File: src/rtl/cos_pkg.sv
// Package with constants for the clock output select block
package cos_pkg;
   localparam int ADDR_W = 8;
   localparam int DATA_W = 32;
   // Register byte addresses
   localparam logic [7:0] TRIG_CTRL_ADDR = 8'h00;
   localparam logic [7:0] CLK_CFG_ADDR   = 8'h04;
   localparam logic [7:0] STATUS_ADDR    = 8'h08;
   // Trigger control fields
   localparam int TRIG_EN_BIT   = 0;
   localparam int TRIG_MODE_LSB = 1;
   localparam int TRIG_DIV_LSB  = 8;
   localparam int TRIG_DIV_W    = 8;
   localparam logic [1:0] TRIG_MODE_SPLL = 2'h1;
   localparam logic [1:0] TRIG_MODE_TS   = 2'h3;
   localparam logic [7:0] TRIG_DIV_RST   = 8'h01;
   // Clock config fields
   localparam int REF_EN_BIT  = 0;
   localparam int OVR_BIT     = 1;
   localparam int MODE_A_LSB  = 2;
   localparam int MODE_B_LSB  = 4;
   localparam int FLAG_EN_BIT = 6;
   localparam logic REF_EN_RST = 1'b1;
   // Output sources
   localparam int SRC_W = 3;
   localparam logic [2:0] SRC_OFF  = 3'h0;
   localparam logic [2:0] SRC_REF  = 3'h1;
   localparam logic [2:0] SRC_DIV2 = 3'h2;
   localparam logic [2:0] SRC_DIV4 = 3'h3;
   localparam logic [2:0] SRC_FLAG = 3'h4;
   localparam logic [2:0] SRC_SPLL = 3'h5;
   localparam logic [2:0] SRC_TS   = 3'h6;
   // Output indices
   localparam int NOUT  = 4;
   localparam int O_REF = 0;
   localparam int O_TRG = 1;
   localparam int O_A   = 2;
   localparam int O_B   = 3;
   // Synchronised pin indices
   localparam int NPIN   = 9;
   localparam int P_DREF = 0;
   localparam int P_SREF = 1;
   localparam int P_SEL  = 2;
   localparam int P_PLL  = 3;
   localparam int P_PD   = 4;
   localparam int P_ST0  = 5;
   localparam int P_ST1  = 6;
   localparam int P_TS   = 7;
   localparam int P_SPLL = 8;
endpackage

File: src/rtl/cos_clock_output_select.sv
// Clock output selection and gating for the auxiliary clock outputs
`timescale 1ns/1ps
// How it works
// - Reference repeat forwards the reference chosen by the source select pin.
// - Reference repeat is on by default; software clears its enable to stop it.
// - Reference repeat runs only with PLL enable high and power-down low.
// - Trigger output sources the timestamp input or the serializer PLL clock.
// - Trigger output is off after reset; host software must enable it.
// - Serializer source is divided; enable, mode, divider share one register.
// - CMOS outputs run from reset per straps unless power-down is high.
// - Override bit set selects register modes, cleared selects strap pins.
// - Straps enable both CMOS outputs but divide only the first one.
// - A selected clock function wins over the over-range flag.
// - With override set, second CMOS output clocks only when first register mode is nonzero.
// - First output: 0 off or flag, 1 ref, 2 ref/2, 3 ref/4.
// - Second output: any nonzero strap code gives ref; register gives ref, /2, /4.
// - Trigger enabled with mode 3 repeats the retimed timestamp.
// - Timestamp is resynchronised to the internal clock before use.
module cos_clock_output_select (
   input  wire logic                       clk_in,
   input  wire logic                       rst_in,
   input  wire logic [cos_pkg::ADDR_W-1:0] addr_in,
   input  wire logic [cos_pkg::DATA_W-1:0] wdata_in,
   input  wire logic                       wr_in,
   input  wire logic                       rd_in,
   output logic      [cos_pkg::DATA_W-1:0] rdata_out,
   input  wire logic                       diff_ref_in,
   input  wire logic                       single_ended_ref_in,
   input  wire logic                       ref_source_single_ended_sel,
   input  wire logic                       pll_enable_in,
   input  wire logic                       power_down_pin,
   input  wire logic [1:0]                 clock_strap_pins,
   input  wire logic                       timestamp_in,
   input  wire logic                       serdes_pll_in,
   input  wire logic                       quad_part_in,
   input  wire logic                       overrange_c_in,
   input  wire logic                       overrange_d_in,
   output logic                            ref_repeat_out,
   output logic                            trigger_clock_out,
   output logic                            cmos_clk_out_a,
   output logic                            cmos_clk_out_b
);
   import cos_pkg::*;

   logic [NPIN-1:0]       pin_raw;
   logic [NPIN-1:0]       pin_meta;
   logic [NPIN-1:0]       pin_s;
   logic                  trigger_out_enable;
   logic [1:0]            trigger_out_source_mode;
   logic [TRIG_DIV_W-1:0] trig_div;
   logic                  ref_repeat_enable;
   logic                  strap_override_enable;
   logic [1:0]            cmos_a_ref_mode;
   logic [1:0]            cmos_b_ref_mode;
   logic                  overrange_flag_enable;
   logic                  ref_src;
   logic                  ref_prev;
   logic                  ref_div2;
   logic                  ref_div4;
   logic                  spll_prev;
   logic                  spll_div;
   logic [TRIG_DIV_W-1:0] spll_cnt;
   logic [1:0]            mode_a;
   logic [NOUT-1:0]       out_q;
   logic [SRC_W-1:0]      want   [NOUT];
   logic [SRC_W-1:0]      cur    [NOUT];
   logic [7:0]            src    [NOUT];

   assign pin_raw = {serdes_pll_in, timestamp_in, clock_strap_pins,
                     power_down_pin, pll_enable_in,
                     ref_source_single_ended_sel, single_ended_ref_in,
                     diff_ref_in};

   // Two-flop synchronisers for every pin input except quad part and over-range inputs
   always_ff @(posedge clk_in) begin
      if (rst_in) begin
         pin_meta <= '0;
         pin_s    <= '0;
      end else begin
         pin_meta <= pin_raw;
         pin_s    <= pin_meta;
      end
   end

   // Register writes
   always_ff @(posedge clk_in) begin
      if (rst_in) begin
         trigger_out_enable      <= 1'b0;
         trigger_out_source_mode <= 2'h0;
         trig_div                <= TRIG_DIV_RST;
         ref_repeat_enable       <= REF_EN_RST;
         strap_override_enable   <= 1'b0;
         cmos_a_ref_mode         <= 2'h0;
         cmos_b_ref_mode         <= 2'h0;
         overrange_flag_enable   <= 1'b0;
      end else if (wr_in) begin
         if (addr_in == TRIG_CTRL_ADDR) begin
            trigger_out_enable      <= wdata_in[TRIG_EN_BIT];
            trigger_out_source_mode <= wdata_in[TRIG_MODE_LSB +: 2];
            trig_div                <= wdata_in[TRIG_DIV_LSB +: TRIG_DIV_W];
         end
         if (addr_in == CLK_CFG_ADDR) begin
            ref_repeat_enable     <= wdata_in[REF_EN_BIT];
            strap_override_enable <= wdata_in[OVR_BIT];
            cmos_a_ref_mode       <= wdata_in[MODE_A_LSB +: 2];
            cmos_b_ref_mode       <= wdata_in[MODE_B_LSB +: 2];
            overrange_flag_enable <= wdata_in[FLAG_EN_BIT];
         end
      end
   end

   // Register reads, data one cycle after the strobe
   always_ff @(posedge clk_in) begin
      if (rst_in) begin
         rdata_out <= '0;
      end else if (rd_in) begin
         unique case (addr_in)
            TRIG_CTRL_ADDR: rdata_out <= DATA_W'({trig_div, 5'h00,
               trigger_out_source_mode, trigger_out_enable});
            CLK_CFG_ADDR: rdata_out <= DATA_W'({overrange_flag_enable,
               cmos_b_ref_mode, cmos_a_ref_mode, strap_override_enable,
               ref_repeat_enable});
            STATUS_ADDR: rdata_out <= DATA_W'({out_q, pin_s});
            default: rdata_out <= '0;
         endcase
      end else begin
         rdata_out <= '0;
      end
   end

   // Reference source and its dividers
   assign ref_src = pin_s[P_SEL] ? pin_s[P_SREF] : pin_s[P_DREF];

   always_ff @(posedge clk_in) begin
      if (rst_in) begin
         ref_prev <= 1'b0;
         ref_div2 <= 1'b0;
         ref_div4 <= 1'b0;
      end else begin
         ref_prev <= ref_src;
         if (ref_src && !ref_prev) begin
            ref_div2 <= !ref_div2;
            if (ref_div2) begin
               ref_div4 <= !ref_div4;
            end
         end
      end
   end

   // Serializer PLL divider, toggles every trig_div rising edges
   always_ff @(posedge clk_in) begin
      if (rst_in) begin
         spll_prev <= 1'b0;
         spll_div  <= 1'b0;
         spll_cnt  <= '0;
      end else begin
         spll_prev <= pin_s[P_SPLL];
         if (pin_s[P_SPLL] && !spll_prev) begin
            if (spll_cnt + 8'h01 >= trig_div) begin
               spll_cnt <= '0;
               spll_div <= !spll_div;
            end else begin
               spll_cnt <= spll_cnt + 8'h01;
            end
         end
      end
   end

   // Requested source per output
   assign mode_a = strap_override_enable ? cmos_a_ref_mode
                                         : pin_s[P_ST1 -: 2];

   always_comb begin
      want[O_REF] = SRC_OFF;
      want[O_TRG] = SRC_OFF;
      want[O_A]   = SRC_OFF;
      want[O_B]   = SRC_OFF;
      if (!pin_s[P_PD]) begin
         if (pin_s[P_PLL] && ref_repeat_enable) begin
            want[O_REF] = SRC_REF;
         end
         if (trigger_out_enable) begin
            if (trigger_out_source_mode == TRIG_MODE_TS) begin
               want[O_TRG] = SRC_TS;
            end else if (trigger_out_source_mode == TRIG_MODE_SPLL) begin
               want[O_TRG] = SRC_SPLL;
            end
         end
         if (mode_a != 2'h0) begin
            want[O_A] = SRC_REF + SRC_W'(mode_a) - 3'h1;
         end else if (overrange_flag_enable && quad_part_in) begin
            want[O_A] = SRC_FLAG;
         end
         if (!strap_override_enable) begin
            if (pin_s[P_ST1 -: 2] != 2'h0) begin
               want[O_B] = SRC_REF;
            end else if (overrange_flag_enable && quad_part_in) begin
               want[O_B] = SRC_FLAG;
            end
         end else if (cmos_b_ref_mode != 2'h0) begin
            if (cmos_a_ref_mode != 2'h0) begin
               want[O_B] = SRC_REF + SRC_W'(cmos_b_ref_mode) - 3'h1;
            end
         end else if (overrange_flag_enable && quad_part_in) begin
            want[O_B] = SRC_FLAG;
         end
      end
   end

   // Glitch-free switch and output flop, one per output
   for (genvar i = 0; i < NOUT; i++) begin : g_out
      logic flag;
      assign flag = (i == O_B) ? overrange_d_in : overrange_c_in;
      assign src[i] = {1'b0, pin_s[P_TS], spll_div, flag, ref_div4,
                       ref_div2, ref_src, 1'b0};

      always_ff @(posedge clk_in) begin
         if (rst_in) begin
            cur[i] <= SRC_OFF;
         end else if (want[i] != cur[i] && !out_q[i]
                      && !src[i][cur[i]] && !src[i][want[i]]) begin
            cur[i] <= want[i];
         end
      end

      always_ff @(posedge clk_in) begin
         if (rst_in) begin
            out_q[i] <= 1'b0;
         end else begin
            out_q[i] <= src[i][cur[i]];
         end
      end

      chk_glitch_free_switch: assert property (
         @(posedge clk_in) disable iff (rst_in)
         cur[i] != $past(cur[i])
         |-> !out_q[i] && !$past(out_q[i]))
         else $error("source switched while output high");
      chk_static_when_off: assert property (
         @(posedge clk_in) disable iff (rst_in)
         cur[i] == SRC_OFF |=> !out_q[i])
         else $error("disabled output toggles");
   end

   assign ref_repeat_out    = out_q[O_REF];
   assign trigger_clock_out = out_q[O_TRG];
   assign cmos_clk_out_a    = out_q[O_A];
   assign cmos_clk_out_b    = out_q[O_B];

   chk_ref_source_follow: assert property (
      @(posedge clk_in) disable iff (rst_in)
      cur[O_REF] == SRC_REF |=> ref_repeat_out == $past(ref_src))
      else $error("reference repeat does not follow selected reference");
   chk_ref_enable_clear: assert property (
      @(posedge clk_in) disable iff (rst_in)
      wr_in && addr_in == CLK_CFG_ADDR && !wdata_in[REF_EN_BIT]
      |=> want[O_REF] == SRC_OFF)
      else $error("reference repeat not released by enable bit");
   chk_power_down_gate: assert property (
      @(posedge clk_in) disable iff (rst_in)
      pin_s[P_PD] |-> want[O_REF] == SRC_OFF && want[O_TRG] == SRC_OFF
                   && want[O_A] == SRC_OFF && want[O_B] == SRC_OFF)
      else $error("output requested during power-down");
   chk_trig_reset_off: assert property (
      @(posedge clk_in) $fell(rst_in) |-> !trigger_out_enable
                                          && !trigger_clock_out)
      else $error("trigger output on after reset");
   chk_trig_ts_repeat: assert property (
      @(posedge clk_in) disable iff (rst_in)
      cur[O_TRG] == SRC_TS |=> trigger_clock_out == $past(pin_s[P_TS]))
      else $error("trigger output does not repeat timestamp");
   chk_override_a_mode: assert property (
      @(posedge clk_in) disable iff (rst_in)
      strap_override_enable && !pin_s[P_PD] && cmos_a_ref_mode == 2'h3
      |-> want[O_A] == SRC_DIV4)
      else $error("first output ignores register mode");
   chk_strap_b_undivided: assert property (
      @(posedge clk_in) disable iff (rst_in)
      !strap_override_enable && !pin_s[P_PD] && pin_s[P_ST1 -: 2] != 2'h0
      |-> want[O_B] == SRC_REF)
      else $error("second output divided under strap control");
   chk_b_needs_a: assert property (
      @(posedge clk_in) disable iff (rst_in)
      strap_override_enable && cmos_a_ref_mode == 2'h0
      |-> want[O_B] == SRC_OFF || want[O_B] == SRC_FLAG)
      else $error("second output clocks with first mode zero");
   chk_flag_priority: assert property (
      @(posedge clk_in) disable iff (rst_in)
      want[O_A] == SRC_FLAG |-> mode_a == 2'h0)
      else $error("flag chosen over clock function");

   cov_trig_spll: cover property (
      @(posedge clk_in) disable iff (rst_in) cur[O_TRG] == SRC_SPLL);
   cov_a_div4: cover property (
      @(posedge clk_in) disable iff (rst_in) cur[O_A] == SRC_DIV4);
   cov_b_flag: cover property (
      @(posedge clk_in) disable iff (rst_in) cur[O_B] == SRC_FLAG);
endmodule

File: config.mk
export PLATFORM = sky130hd
export DESIGN_NAME = cos_clock_output_select
export DESIGN_NICKNAME = d
export VERILOG_FILES = /design/src/rtl/cos_pkg.sv /design/src/rtl/cos_clock_output_select.sv
export SDC_FILE = /design/constraint.sdc
export NUM_CORES = 1
export LEC_CHECK = 0
export CORE_MARGIN = 5
export CORE_UTILIZATION = 55
export CTS_CLUSTER_DIAMETER = 40
export DETAILED_ROUTE_END_ITERATION = 10
export DONT_BUFFER_PORTS = 1
export PLACE_DENSITY = 0.71
export SYNTH_ARGS = -nofsm -noshare
export SYNTH_HDL_FRONTEND = slang
export SYNTH_SLANG_ARGS = --single-unit
File: constraint.sdc
create_clock -name clk_in -period 4.33 [get_ports clk_in]
set_clock_uncertainty 0.1 [all_clocks]
set_input_delay 0.866 -clock clk_in [delete_from_list [all_inputs] [get_ports clk_in]]
set_output_delay 0.866 -clock clk_in [all_outputs]
set_load 0.01 [all_outputs]
==> metrics.txt, run 1 <==
Slew HR=58.1%; Final nets=about 440; Post-CTS Repair Setup Buffers=0; maximum root-to-sink buffer count=2; Peak Freq=between 300 and 400 MHz; CTS Root Cell=clkbuf_8; Final Core Density=59.6%; Resize count post-CTS=0; Site Rows=29; EDFF count, synth=10; Leak=about 1.5 nW; total core area=between 0.006 and 0.007 mm2; first-pass GRT wire length=11500 um; DRT antenna net count=0; Ant. Diodes=0; via total after detailed routing=2511; Yosys top cell area share=37.6%; FF/Latch Area=0.00168 mm2; Initial DRC Count=118; worst-path maximum fanout=7; io pins=92; most frequent cells in the layout=69 x dfxtp_1, 60 x nor2_1, 33 x mux2i_1, 24 x nor2b_1, 18 x nand2_1; maximum VDD drop=0.260 mV; Die Y=91.8 um; Area Overhead vs Synth=4.19%; share of cells above drive strength 1=under 10%; Crit Path Category=reg -> reg; hpwl dp=5300 um; # DRC=0; Synth Area per Inst=between 9 and 10 um2; CP required=4.51 ns; Main synth FF type=dfxtp_1; main combinational cell family by area after synthesis=simple AND/OR/NAND/NOR gates; mean routed wirelength per cell=15.4 um; post-synth cell types=55; total negative slack=0 ns; largest area contributor in the netlist=dfxtp_1; most common cell after layout, fill and taps aside=dfxtp_1; Multi-input gate area=~0.0018 mm2; cells after synthesis=385; CP arrival=3.04 ns; Final Hold Vio Count=0; final wirelength=between 7000 and 8000 um; Worst Tran Pin Value=0.627 ns; Port Buffers=0; Worst Setup End Kind=flip-flop; Fin Hold WS=0.340 ns; die width=91.8 um; top post-synthesis cells by area=dfxtp_1 38%, mux2i_1 9.0%, edfxtp_1 8.2%, nor2_1 6.1%, nor2b_1 4.1%; final setup violation count=0; mapped cell area=between 0.003 and 0.004 mm2; Starting Density=57.2%; CTS clk-pin slew, worst paths=0.08 ns; RD Place Congestion=0.810; crit share post-route=66.2%; minimum clock period=2.87 ns; asr flop ratio synth=0%; router iterations before antenna repair=4; Slew Viols, Final=0; cts bufs inserted=9; Adder-Cell Fraction of Synth Area=3.06%; H-tree Lvls=3; hold buffers post-CTS=0; Min-Delay Path Class=reg -> reg; simple-gate portion of the synthesized area=21.0%; clk sink count=around 80; YS warnings=0; mux contribution to synthesized area=between 9 and 10%; worst skew pair latency=0.35 ns; Pwr per Cell Area=392 mW/mm2; Fill cells=549; unrepaired setup endpoints after global routing=no; Die ar.=0.00842 mm2; largest net degree at the start of global routing=60; status=complete, no violations; maxcap violations=0; vias per inst=5.45; flops & latches, synth=79; vias in the first global route=2362; complex-gate fraction of the synthesized area=9.22%; Setup crit start kind=flip-flop; initial antenna violation count=0; register area share after synthesis=45.7%; gr usage total=17.2%; XOR/XNOR Fraction of Synth Area=around 5.2%; grt ovf=0; CTS tree=built
==> metrics by stage <==
stage / instances / setup slack (ns) / cell area [um2] / total power (W)
floorplan: 400 / 1.80 / 3730 / 0.000977
global placement: 445 / 1.52 / 3630 / 0.000981
detailed placement: 445 / 1.50 / 3630 / 0.000988
CTS: 461 / 1.47 / 3830 / 0.00152
global route: 461 / 1.26 / 3830 / 0.00157
finish: 461 / 1.46 / 3830 / 0.00150
==> power breakdown <==
part	switching [W]	leakage, nW	internal (W)	total (W)
Combinational	0.0000759	0.775	0.0000688	0.000145
Clock	0.000279	0.0997	0.000250	0.000529
Sequential	0.0000462	0.670	0.000781	0.000827
==> path summary, 6_finish.rpt <==
path / end / from / slack, ns / depth (start not counted)
min reg2reg: pin_s[1]$_SDFF_PP0_ / pin_meta[1]$_SDFF_PP0_ / 0.34 / 1
max reg2reg: spll_cnt[0]$_SDFFE_PP0P_ / spll_cnt[0]$_SDFFE_PP0P_ / 1.46 / 10
min: pin_s[1]$_SDFF_PP0_ / pin_meta[1]$_SDFF_PP0_ / 0.34 / 1
max: spll_cnt[0]$_SDFFE_PP0P_ / spll_cnt[0]$_SDFFE_PP0P_ / 1.46 / 10
==> area by class of cell <==
cell class / instances / area share, %
Clock inverter: 6 / 1.21
Inverter: 10 / 0.980
Sequential cell: 79 / 43.9
Tap cell: 77 / 2.52
Multi-Input combinational cell: 279 / 47.5
Clock buffer: 10 / 3.89
==> Yosys cell counts (all sizes together) (8+ instances only) <==
master and instances:
nor2 60, buf 23, dfxtp 69, clkbuf 9
nor2b 24, nor4 8, inv 10, xnor2 15
nand2 18, nor3 8, a21oi 12, edfxtp 10
ha 9, o21ai 9, mux2i 33
==> registers in the layout, summed over array words and instances (netlist names), 2 cells and up <==
name                     count
cmos_a_ref_mode              2
pin_s                        9
cur                         10
pin_meta                     9
spll_cnt                     8
cmos_b_ref_mode              2
trigger_out_source_mode      2
trig_div                     8
rdata_out                   16
==> cell families (layout without fill, tap and decap cells) <==
logic type,count (synthesis),after routing
AO/OA/AOI/OAI,47,47
other,1,16
adder cells (fa/ha/maj),9,9
AND/OR/NAND/NOR,151,151
XOR/XNOR,22,22
flip-flops,79,79
buffers and inverters,42,26
multiplexers,34,34
==> layer usage <==
layer	part of all wire [%]	GRT usage, %	vias to the layer above
li1	-	-	1271
met3	6.2	3.76	8
met2	44	26.7	72
met4	1.5	7.43	0
met1	48	23.2	1160
met5	0	0	-
==> worst max-delay path: stages (launching register included) <==
cell,delay [ns]
dfxtp_1,0.42
nand3_1,0.16
or2_2,0.36
nor2_1,0.13
xor2_1,0.16
ha_1,0.26
and3_1,0.18
a221o_1,0.34
a31oi_1,0.29
o21bai_1,0.25
nor2_1,0.16
Power figures use the tool's default switching activity.
==> run 2: changes to the inputs <==
--- a/config.mk
+++ b/config.mk
@@ -5,6 +5,7 @@
 export SDC_FILE = /design/constraint.sdc
 export NUM_CORES = 1
 export LEC_CHECK = 0
+export ABC_AREA = 1
 export CORE_MARGIN = 5
 export CORE_UTILIZATION = 55
 export CTS_CLUSTER_DIAMETER = 40
==> constraint.sdc (replaced) <==
create_clock -name clk_in -period 2.8 [get_ports clk_in]
set_clock_uncertainty 0.1 [all_clocks]
set_input_delay 0.56 -clock clk_in [delete_from_list [all_inputs] [get_ports clk_in]]
set_output_delay 0.56 -clock clk_in [all_outputs]
set_load 0.01 [all_outputs]
==> metrics.txt, run 2 <==
status=complete, no violations (unchanged); final wirelength=8650 um (was 7110 um); first-pass GRT wire length=14000 um (was 11500 um); beginning of the critical path=spll_cnt[0]$_SDFFE_PP0P_ (unchanged); maximum VDD drop=0.333 mV (was 0.260 mV); CP required=2.98 ns (was 4.51 ns); total core area=0.00683 mm2 (was 0.00642 mm2); Starting Density=56.5% (was 57.2%); Site Rows=30 (was 29); unrepaired setup endpoints after global routing=no (unchanged); Min-Delay Path Class=in -> reg (was reg -> reg); Peak Freq=398 MHz (was 349 MHz); asr flop ratio synth=0% (unchanged); simple-gate portion of the synthesized area=27.6% (was 21.0%); largest net degree at the start of global routing=35 (was 60); share of cells above drive strength 1=8.83% (was 7.03%); io pins=92 (unchanged); Final nets=582 (was 444); Pint=0.00172 W (was 0.00110 W); Largest regs=rdata_out x16, cur x10 (unchanged); Die ar.=0.00880 mm2 (was 0.00842 mm2); reg-to-reg startpoint=spll_cnt[0]$_SDFFE_PP0P_ (unchanged); largest area contributor in the netlist=dfxtp_1 (unchanged); worst-path maximum fanout=7 (unchanged); Die Y=93.8 um (was 91.8 um); total negative slack=0 ns (unchanged); mapped cell area=0.00386 mm2 (was 0.00368 mm2); Yosys top cell area share=35.8% (was 37.6%); Slew Viols, Final=0 (unchanged); Worst R2R Setup Slack=0.29 ns (was 1.46 ns); cells after synthesis=515 (was 385); register area share after synthesis=43.5% (was 45.7%); flops & latches, synth=79 (unchanged); Reg power frac=53.2% (was 55.1%); H-tree Lvls=3 (unchanged); most frequent cells in the layout=103 x nand2_1, 72 x inv_1, 69 x dfxtp_1, 53 x nor2_1, 46 x nand3_1 (was 69 x dfxtp_1, 60 x nor2_1, 33 x mux2i_1, 24 x nor2b_1, 18 x nand2_1); post-synth cell types=37 (was 55); RD Place Congestion=0.890 (was 0.810); # DRC=0 (unchanged); grt ovf=0 (unchanged); maxcap violations=0 (unchanged); Initial DRC Count=220 (was 118); initial antenna violation count=0 (unchanged); Main synth FF type=dfxtp_1 (unchanged); complex-gate fraction of the synthesized area=11.9% (was 9.22%); Post-synth top cells=103 x nand2_1, 72 x inv_1, 69 x dfxtp_1 (was 69 x dfxtp_1, 60 x nor2_1, 33 x mux2i_1); CTS Root Cell=clkbuf_8 (unchanged); crit share post-route=89.6% (was 66.2%); Setup crit start kind=flip-flop (unchanged); gr usage total=20.5% (was 17.2%); Switching Power=0.000646 W (was 0.000401 W); via total after detailed routing=3186 (was 2511); YS warnings=0 (unchanged); switch share=27.3% (was 26.8%); CTS clk-pin slew, worst paths=0.08 ns (about the same); Area Overhead vs Synth=5.57% (was 4.19%); Crit Path Category=reg -> reg (unchanged); vias in the first global route=2890 (was 2362); worst skew pair latency=0.36 ns (was 0.35 ns); router iterations before antenna repair=6 (was 4); vias per inst=5.16 (was 5.45); Worst R2R Path Depth=12 (was 10); max reg flops=16 (unchanged); hold buffers post-CTS=0 (unchanged); mean routed wirelength per cell=14.0 um (was 15.4 um); XOR/XNOR Fraction of Synth Area=1.59% (was 5.24%); grt met3 use=5.37% (was 3.76%); Fill cells=650 (was 549); Final Core Density=59.7% (was 59.6%); Final Hold Vio Count=0 (unchanged); final setup violation count=0 (unchanged); most common cell after layout, fill and taps aside=nand2_1 (was dfxtp_1); Largest Register=rdata_out (unchanged); Synth Area per Inst=7.50 um2 (was 9.55 um2); maximum root-to-sink buffer count=2 (unchanged); Ant. Diodes=0 (unchanged); Post-CTS Repair Setup Buffers=0 (unchanged); capture point of the worst reg-to-reg path=spll_cnt[4]$_SDFFE_PP0P_ (was spll_cnt[0]$_SDFFE_PP0P_); GR met1 Demand/Resource=28.0% (was 23.2%); Clock power frac=36.3% (was 35.3%); CTS tree=built (unchanged); Pwr per Cell Area=580 mW/mm2 (was 392 mW/mm2); EDFF count, synth=10 (unchanged); hpwl dp=6540 um (was 5300 um); CP Capture Point=spll_cnt[4]$_SDFFE_PP0P_ (was spll_cnt[0]$_SDFFE_PP0P_); combinational share of power=10.5% (was 9.6%); top post-synthesis cells by area=dfxtp_1 36%, nand2_1 10%, edfxtp_1 7.8%, inv_1 7.0%, nand3_1 6.0% (was dfxtp_1 38%, mux2i_1 9.0%, edfxtp_1 8.2%, nor2_1 6.1%, nor2b_1 4.1%); CP arrival=2.69 ns (was 3.04 ns); grt peak-use layer=met2 (unchanged); cts bufs inserted=9 (unchanged); main combinational cell family by area after synthesis=simple AND/OR/NAND/NOR gates (unchanged); Worst Setup End Kind=flip-flop (unchanged); Resize count post-CTS=0 (unchanged); Port Buffers=0 (unchanged); DRT antenna net count=0 (unchanged); mux contribution to synthesized area=0% (was 9.29%); Adder-Cell Fraction of Synth Area=2.92% (was 3.06%); met2 Resource Use GR=30.5% (was 26.7%); Leak=1.70 nW (was 1.54 nW); minimum clock period=2.51 ns (was 2.87 ns); die width=93.8 um (was 91.8 um); clk sink count=79 (unchanged); most frequent cell after synthesis=nand2_1 (was dfxtp_1)
run 2: cells by family after synthesis:
group,count (synthesis)
simple gates,235
buf+inv,103
compound gates,81
flops,79
fa+ha+maj,9
xor+xnor,7
other cells,1
run 2: worst max-delay path, stage by stage, from the launching register on:
cell,delay [ns]
dfxtp_1,0.40
ha_1,0.20
nand3_1,0.12
nor3b_1,0.24
xor2_1,0.23
ha_1,0.26
nand2_1,0.08
nor2_1,0.05
nor3_1,0.16
nand3_1,0.15
nand2_1,0.11
nand2_1,0.17
a21oi_1,0.17
run 2: power by group through the flow:
stage	Clock [W]	Sequential (W)	Combinational (W)
final	0.000859	0.00126	0.000248
after CTS	0.000877	0.00126	0.000246
after floorplan	0	0.00127	0.000229
after detailed placement	0	0.00128	0.000245
after global routing	0.000928	0.00127	0.000286
after global placement	0	0.00128	0.000238
run 2: worst min-delay path by stage:
| stage | startpoint | end | slack (ns) | cells past startpoint |
|---|---|---|---|---|
| 6_report | rst_in | trigger_clock_out$_SDFF_PP0_ | 0.16 | 1 |
| 5_1_grt | rst_in | cmos_clk_out_b$_SDFF_PP0_ | 0.15 | 1 |
| 4_1_cts | rst_in | cmos_clk_out_a$_SDFF_PP0_ | 0.15 | 1 |
| 3_5_place_dp | pin_meta[5]$_SDFF_PP0_ | pin_s[5]$_SDFF_PP0_ | 0.29 | 2 |
| 3_3_place_gp | pin_meta[8]$_SDFF_PP0_ | pin_s[8]$_SDFF_PP0_ | 0.29 | 2 |
| 2_1_floorplan | pin_meta[0]$_SDFF_PP0_ | pin_s[0]$_SDFF_PP0_ | 0.29 | 2 |
run 2: area by class of cell:
type / instances / area (um2) / share of cell area [%]
Clock buffer: 11 / 174 / 4.27
Sequential cell: 79 / 1680 / 41.2
Tap cell: 96 / 120 / 2.95
Multi-Input combinational cell: 348 / 1760 / 43.1
Inverter: 75 / 282 / 6.90
Clock inverter: 4 / 31.3 / 0.767
Timing Repair Buffer: 4 / 30.0 / 0.736
run 2: per-layer routing:
| metal | share of wire, % | vias up |
|---|---|---|
| li1 | - | 1626 |
| met1 | 44 | 1408 |
| met2 | 44 | 138 |
| met3 | 9.3 | 14 |
| met4 | 2.1 | 0 |
| met5 | 0 | - |
run 2: stage by stage:
stage | setup slack [ns] | power [W] | hold slack [ns] | cells | cell area (um2)
6_report | 0.290 | 0.00237 | 0.164 | 617 | 4080
2_1_floorplan | 0.597 | 0.00149 | 0.288 | 530 | 3920
3_5_place_dp | 0.305 | 0.00153 | 0.292 | 602 | 3870
5_1_grt | 0.0240 | 0.00248 | 0.146 | 617 | 4080
3_3_place_gp | 0.383 | 0.00152 | 0.290 | 602 | 3870
4_1_cts | 0.279 | 0.00238 | 0.150 | 617 | 4080
==> run 3: changes to the inputs <==
==> constraint.sdc (replaced) <==
create_clock -name clk_in -period 2.8 [get_ports clk_in]
set_clock_uncertainty 0.1 [all_clocks]
set_input_delay 0.28 -clock clk_in [delete_from_list [all_inputs] [get_ports clk_in]]
set_output_delay 0.28 -clock clk_in [all_outputs]
set_load 0.01 [all_outputs]
==> metrics.txt, run 3 (same netlist as run 2, synthesis figures left out) <==
Min-Delay Path Class=in -> reg (unchanged); FF/Latch Area=0.00168 mm2 (unchanged); status=complete, no violations (unchanged); Worst R2R Setup Slack=0.37 ns (was 0.29 ns); vias in the first global route=3001 (was 2890); Die ar.=0.00880 mm2 (unchanged); delay-heaviest family, CP=simple AND/OR/NAND/NOR gates (unchanged); CTS tree=built (unchanged); worst skew pair latency=0.35 ns (was 0.36 ns); share of cells above drive strength 1=8.75% (was 8.83%); gr usage total=20.9% (was 20.5%); Fin Hold WS=0.0129 ns (was 0.164 ns); crit share post-route=86.8% (was 89.6%); Port Buffers=0 (unchanged); CP arrival=2.61 ns (was 2.69 ns); total core area=0.00683 mm2 (unchanged); beginning of the critical path=spll_cnt[0]$_SDFFE_PP0P_ (unchanged); Multi-input gate area=0.00176 mm2 (about the same); capture point of the worst reg-to-reg path=spll_cnt[2]$_SDFFE_PP0P_ (was spll_cnt[4]$_SDFFE_PP0P_); Slowest-stage cell, CP=dfxtp_1 (unchanged); hpwl dp=6330 um (was 6540 um); Setup crit start kind=flip-flop (unchanged); total negative slack=0 ns (unchanged); Worst R2R Path Depth=12 (unchanged); worst-path cell chain=ha_1 -> nand3_1 -> nor3b_2 -> xor2_1 -> ha_1 -> nand2_1 -> nor2_1 -> nor3_1 -> nand3_1 -> nand2_1 -> nand2_1 -> a21oi_1 (was ha_1 -> nand3_1 -> nor3b_1 -> xor2_1 -> ha_1 -> nand2_1 -> nor2_1 -> nor3_1 -> nand3_1 -> nand2_1 -> nand2_1 -> a21oi_1); router iterations before antenna repair=5 (was 6); WHS Path Cells=2 (was 1); Fill cells=624 (was 650); RD Place Congestion=0.913 (was 0.890); final setup violation count=0 (unchanged); via total after detailed routing=3287 (was 3186); Die Y=93.8 um (unchanged); most frequent cells in the layout=103 x nand2_1, 72 x inv_1, 69 x dfxtp_1, 53 x nor2_1, 46 x nand3_1 (unchanged); Ant. Diodes=0 (unchanged); minimum clock period=2.43 ns (was 2.51 ns); Largest Register=rdata_out (unchanged); Post-Place Cells=601 (was 602); grt ovf=0 (unchanged); Site Rows=30 (unchanged); final wirelength=8770 um (was 8650 um); # DRC=0 (unchanged); vias per inst=5.19 (was 5.16); CP max stage delay=0.40 ns (about the same); Cell Count, Final, Fillers Out=633 (was 617); maximum VDD drop=0.409 mV (was 0.333 mV); Largest regs=rdata_out x16, cur x10 (unchanged); CTS Root Cell=clkbuf_8 (unchanged); maxcap violations=0 (unchanged); Leak=1.78 nW (was 1.70 nW); most common cell after layout, fill and taps aside=nand2_1 (unchanged); Crit Path Category=reg -> reg (unchanged); reg-to-reg startpoint=spll_cnt[0]$_SDFFE_PP0P_ (unchanged); clk sink count=79 (unchanged); H-tree Lvls=3 (unchanged); Initial DRC Count=233 (was 220); initial antenna violation count=0 (unchanged); total chip power=0.00246 W (was 0.00237 W); Slew Viols, Final=0 (unchanged); Worst Setup End Kind=flip-flop (unchanged); Crit path depth=12 (unchanged); io pins=92 (unchanged); largest net degree at the start of global routing=33 (was 35); maximum root-to-sink buffer count=2 (unchanged); CP Capture Point=spll_cnt[2]$_SDFFE_PP0P_ (was spll_cnt[4]$_SDFFE_PP0P_); die width=93.8 um (unchanged); Area Overhead vs Synth=10.1% (was 5.57%); max reg flops=16 (unchanged); CTS clk-pin slew, worst paths=0.08 ns (about the same); buffer and inverter count on the worst path=0 (unchanged); cts bufs inserted=9 (unchanged); mean routed wirelength per cell=13.8 um (was 14.0 um); Starting Density=56.5% (unchanged); first-pass GRT wire length=14400 um (was 14000 um); Final Hold Vio Count=0 (unchanged); most frequent CP cell=nand2_1 (unchanged); Pwr per Cell Area=578 mW/mm2 (was 580 mW/mm2); CP required=2.98 ns (about the same); worst-path maximum fanout=7 (unchanged); Final nets=597 (was 582); Post-CTS Repair Setup Buffers=0 (unchanged); unrepaired setup endpoints after global routing=no (unchanged); Peak Freq=411 MHz (was 398 MHz); DRT antenna net count=0 (unchanged)
==> run 3: layer usage <==
| layer | vias up | share of wire (%) | GRT usage (%) | wire length (um) |
|---|---|---|---|---|
| met5 | - | 0 | 0 | 0 |
| met4 | 0 | 1.1 | 6.98 | 99 |
| met3 | 10 | 8.2 | 4.89 | 719 |
| met2 | 141 | 44 | 31.6 | 3820 |
| met1 | 1478 | 47 | 29.3 | 4130 |
| li1 | 1658 | - | - | - |
==> run 3: through the flow <==
step / util, % / worst slack [ns] / instance area (um2)
CTS: 62.2 / 0.306 / 4250
floorplan: - / 0.597 / 3920
global route: 62.3 / 0.0421 / 4250
finish: 62.3 / 0.369 / 4250
detailed placement: 56.6 / 0.332 / 3860
global placement: 56.6 / 0.387 / 3860
==> run 3: repair_timing <==
action / in CTS / in global routing
gates resized for setup: 0 / 1
hold buffers: 16 / 0
hold endpoints to repair: 35 / 0
setup endpoints to repair: 0 / 3
==> run 3: worst min path at each step <==
stage | start | to | slack [ns]
finish | wdata_in[6] | overrange_flag_enable$_SDFFE_PP0P_ | 0.01
global route | rst_in | cur[0][0]$_DFFE_PP_ | 0.02
CTS | wdata_in[6] | overrange_flag_enable$_SDFFE_PP0P_ | 0.003
detailed placement | rst_in | trigger_clock_out$_SDFF_PP0_ | 0.26
global placement | rst_in | cmos_clk_out_b$_SDFF_PP0_ | 0.26
floorplan | diff_ref_in | pin_meta[0]$_SDFF_PP0_ | 0.29
==> run 3: area by class of cell <==
cell class / instances / share of cell area [%]
Multi-Input combinational cell: 348 / 41.5
Sequential cell: 79 / 39.5
Inverter: 75 / 6.62
Timing Repair Buffer: 19 / 4.53
Clock buffer: 10 / 3.00
Tap cell: 96 / 2.82
Clock inverter: 6 / 2.00
==> run 3: power by group <==
group          switching, W  leakage (nW)  total [W]  internal (W)
sequential        0.0000537         0.670    0.00126       0.00120
combinational      0.000178         0.998   0.000277     0.0000998
clock              0.000423         0.111   0.000925      0.000502
total              0.000655          1.78    0.00246       0.00181
==> run 3: worst register-to-register path: cells and delay by family (launching register included) <==
| kind | cells | cell delay (ns) |
|---|---|---|
| simple gates | 8 | 1.00 |
| flops | 1 | 0.40 |
| xor+xnor | 1 | 0.24 |
| compound gates | 1 | 0.16 |
| fa+ha+maj | 2 | 0.48 |
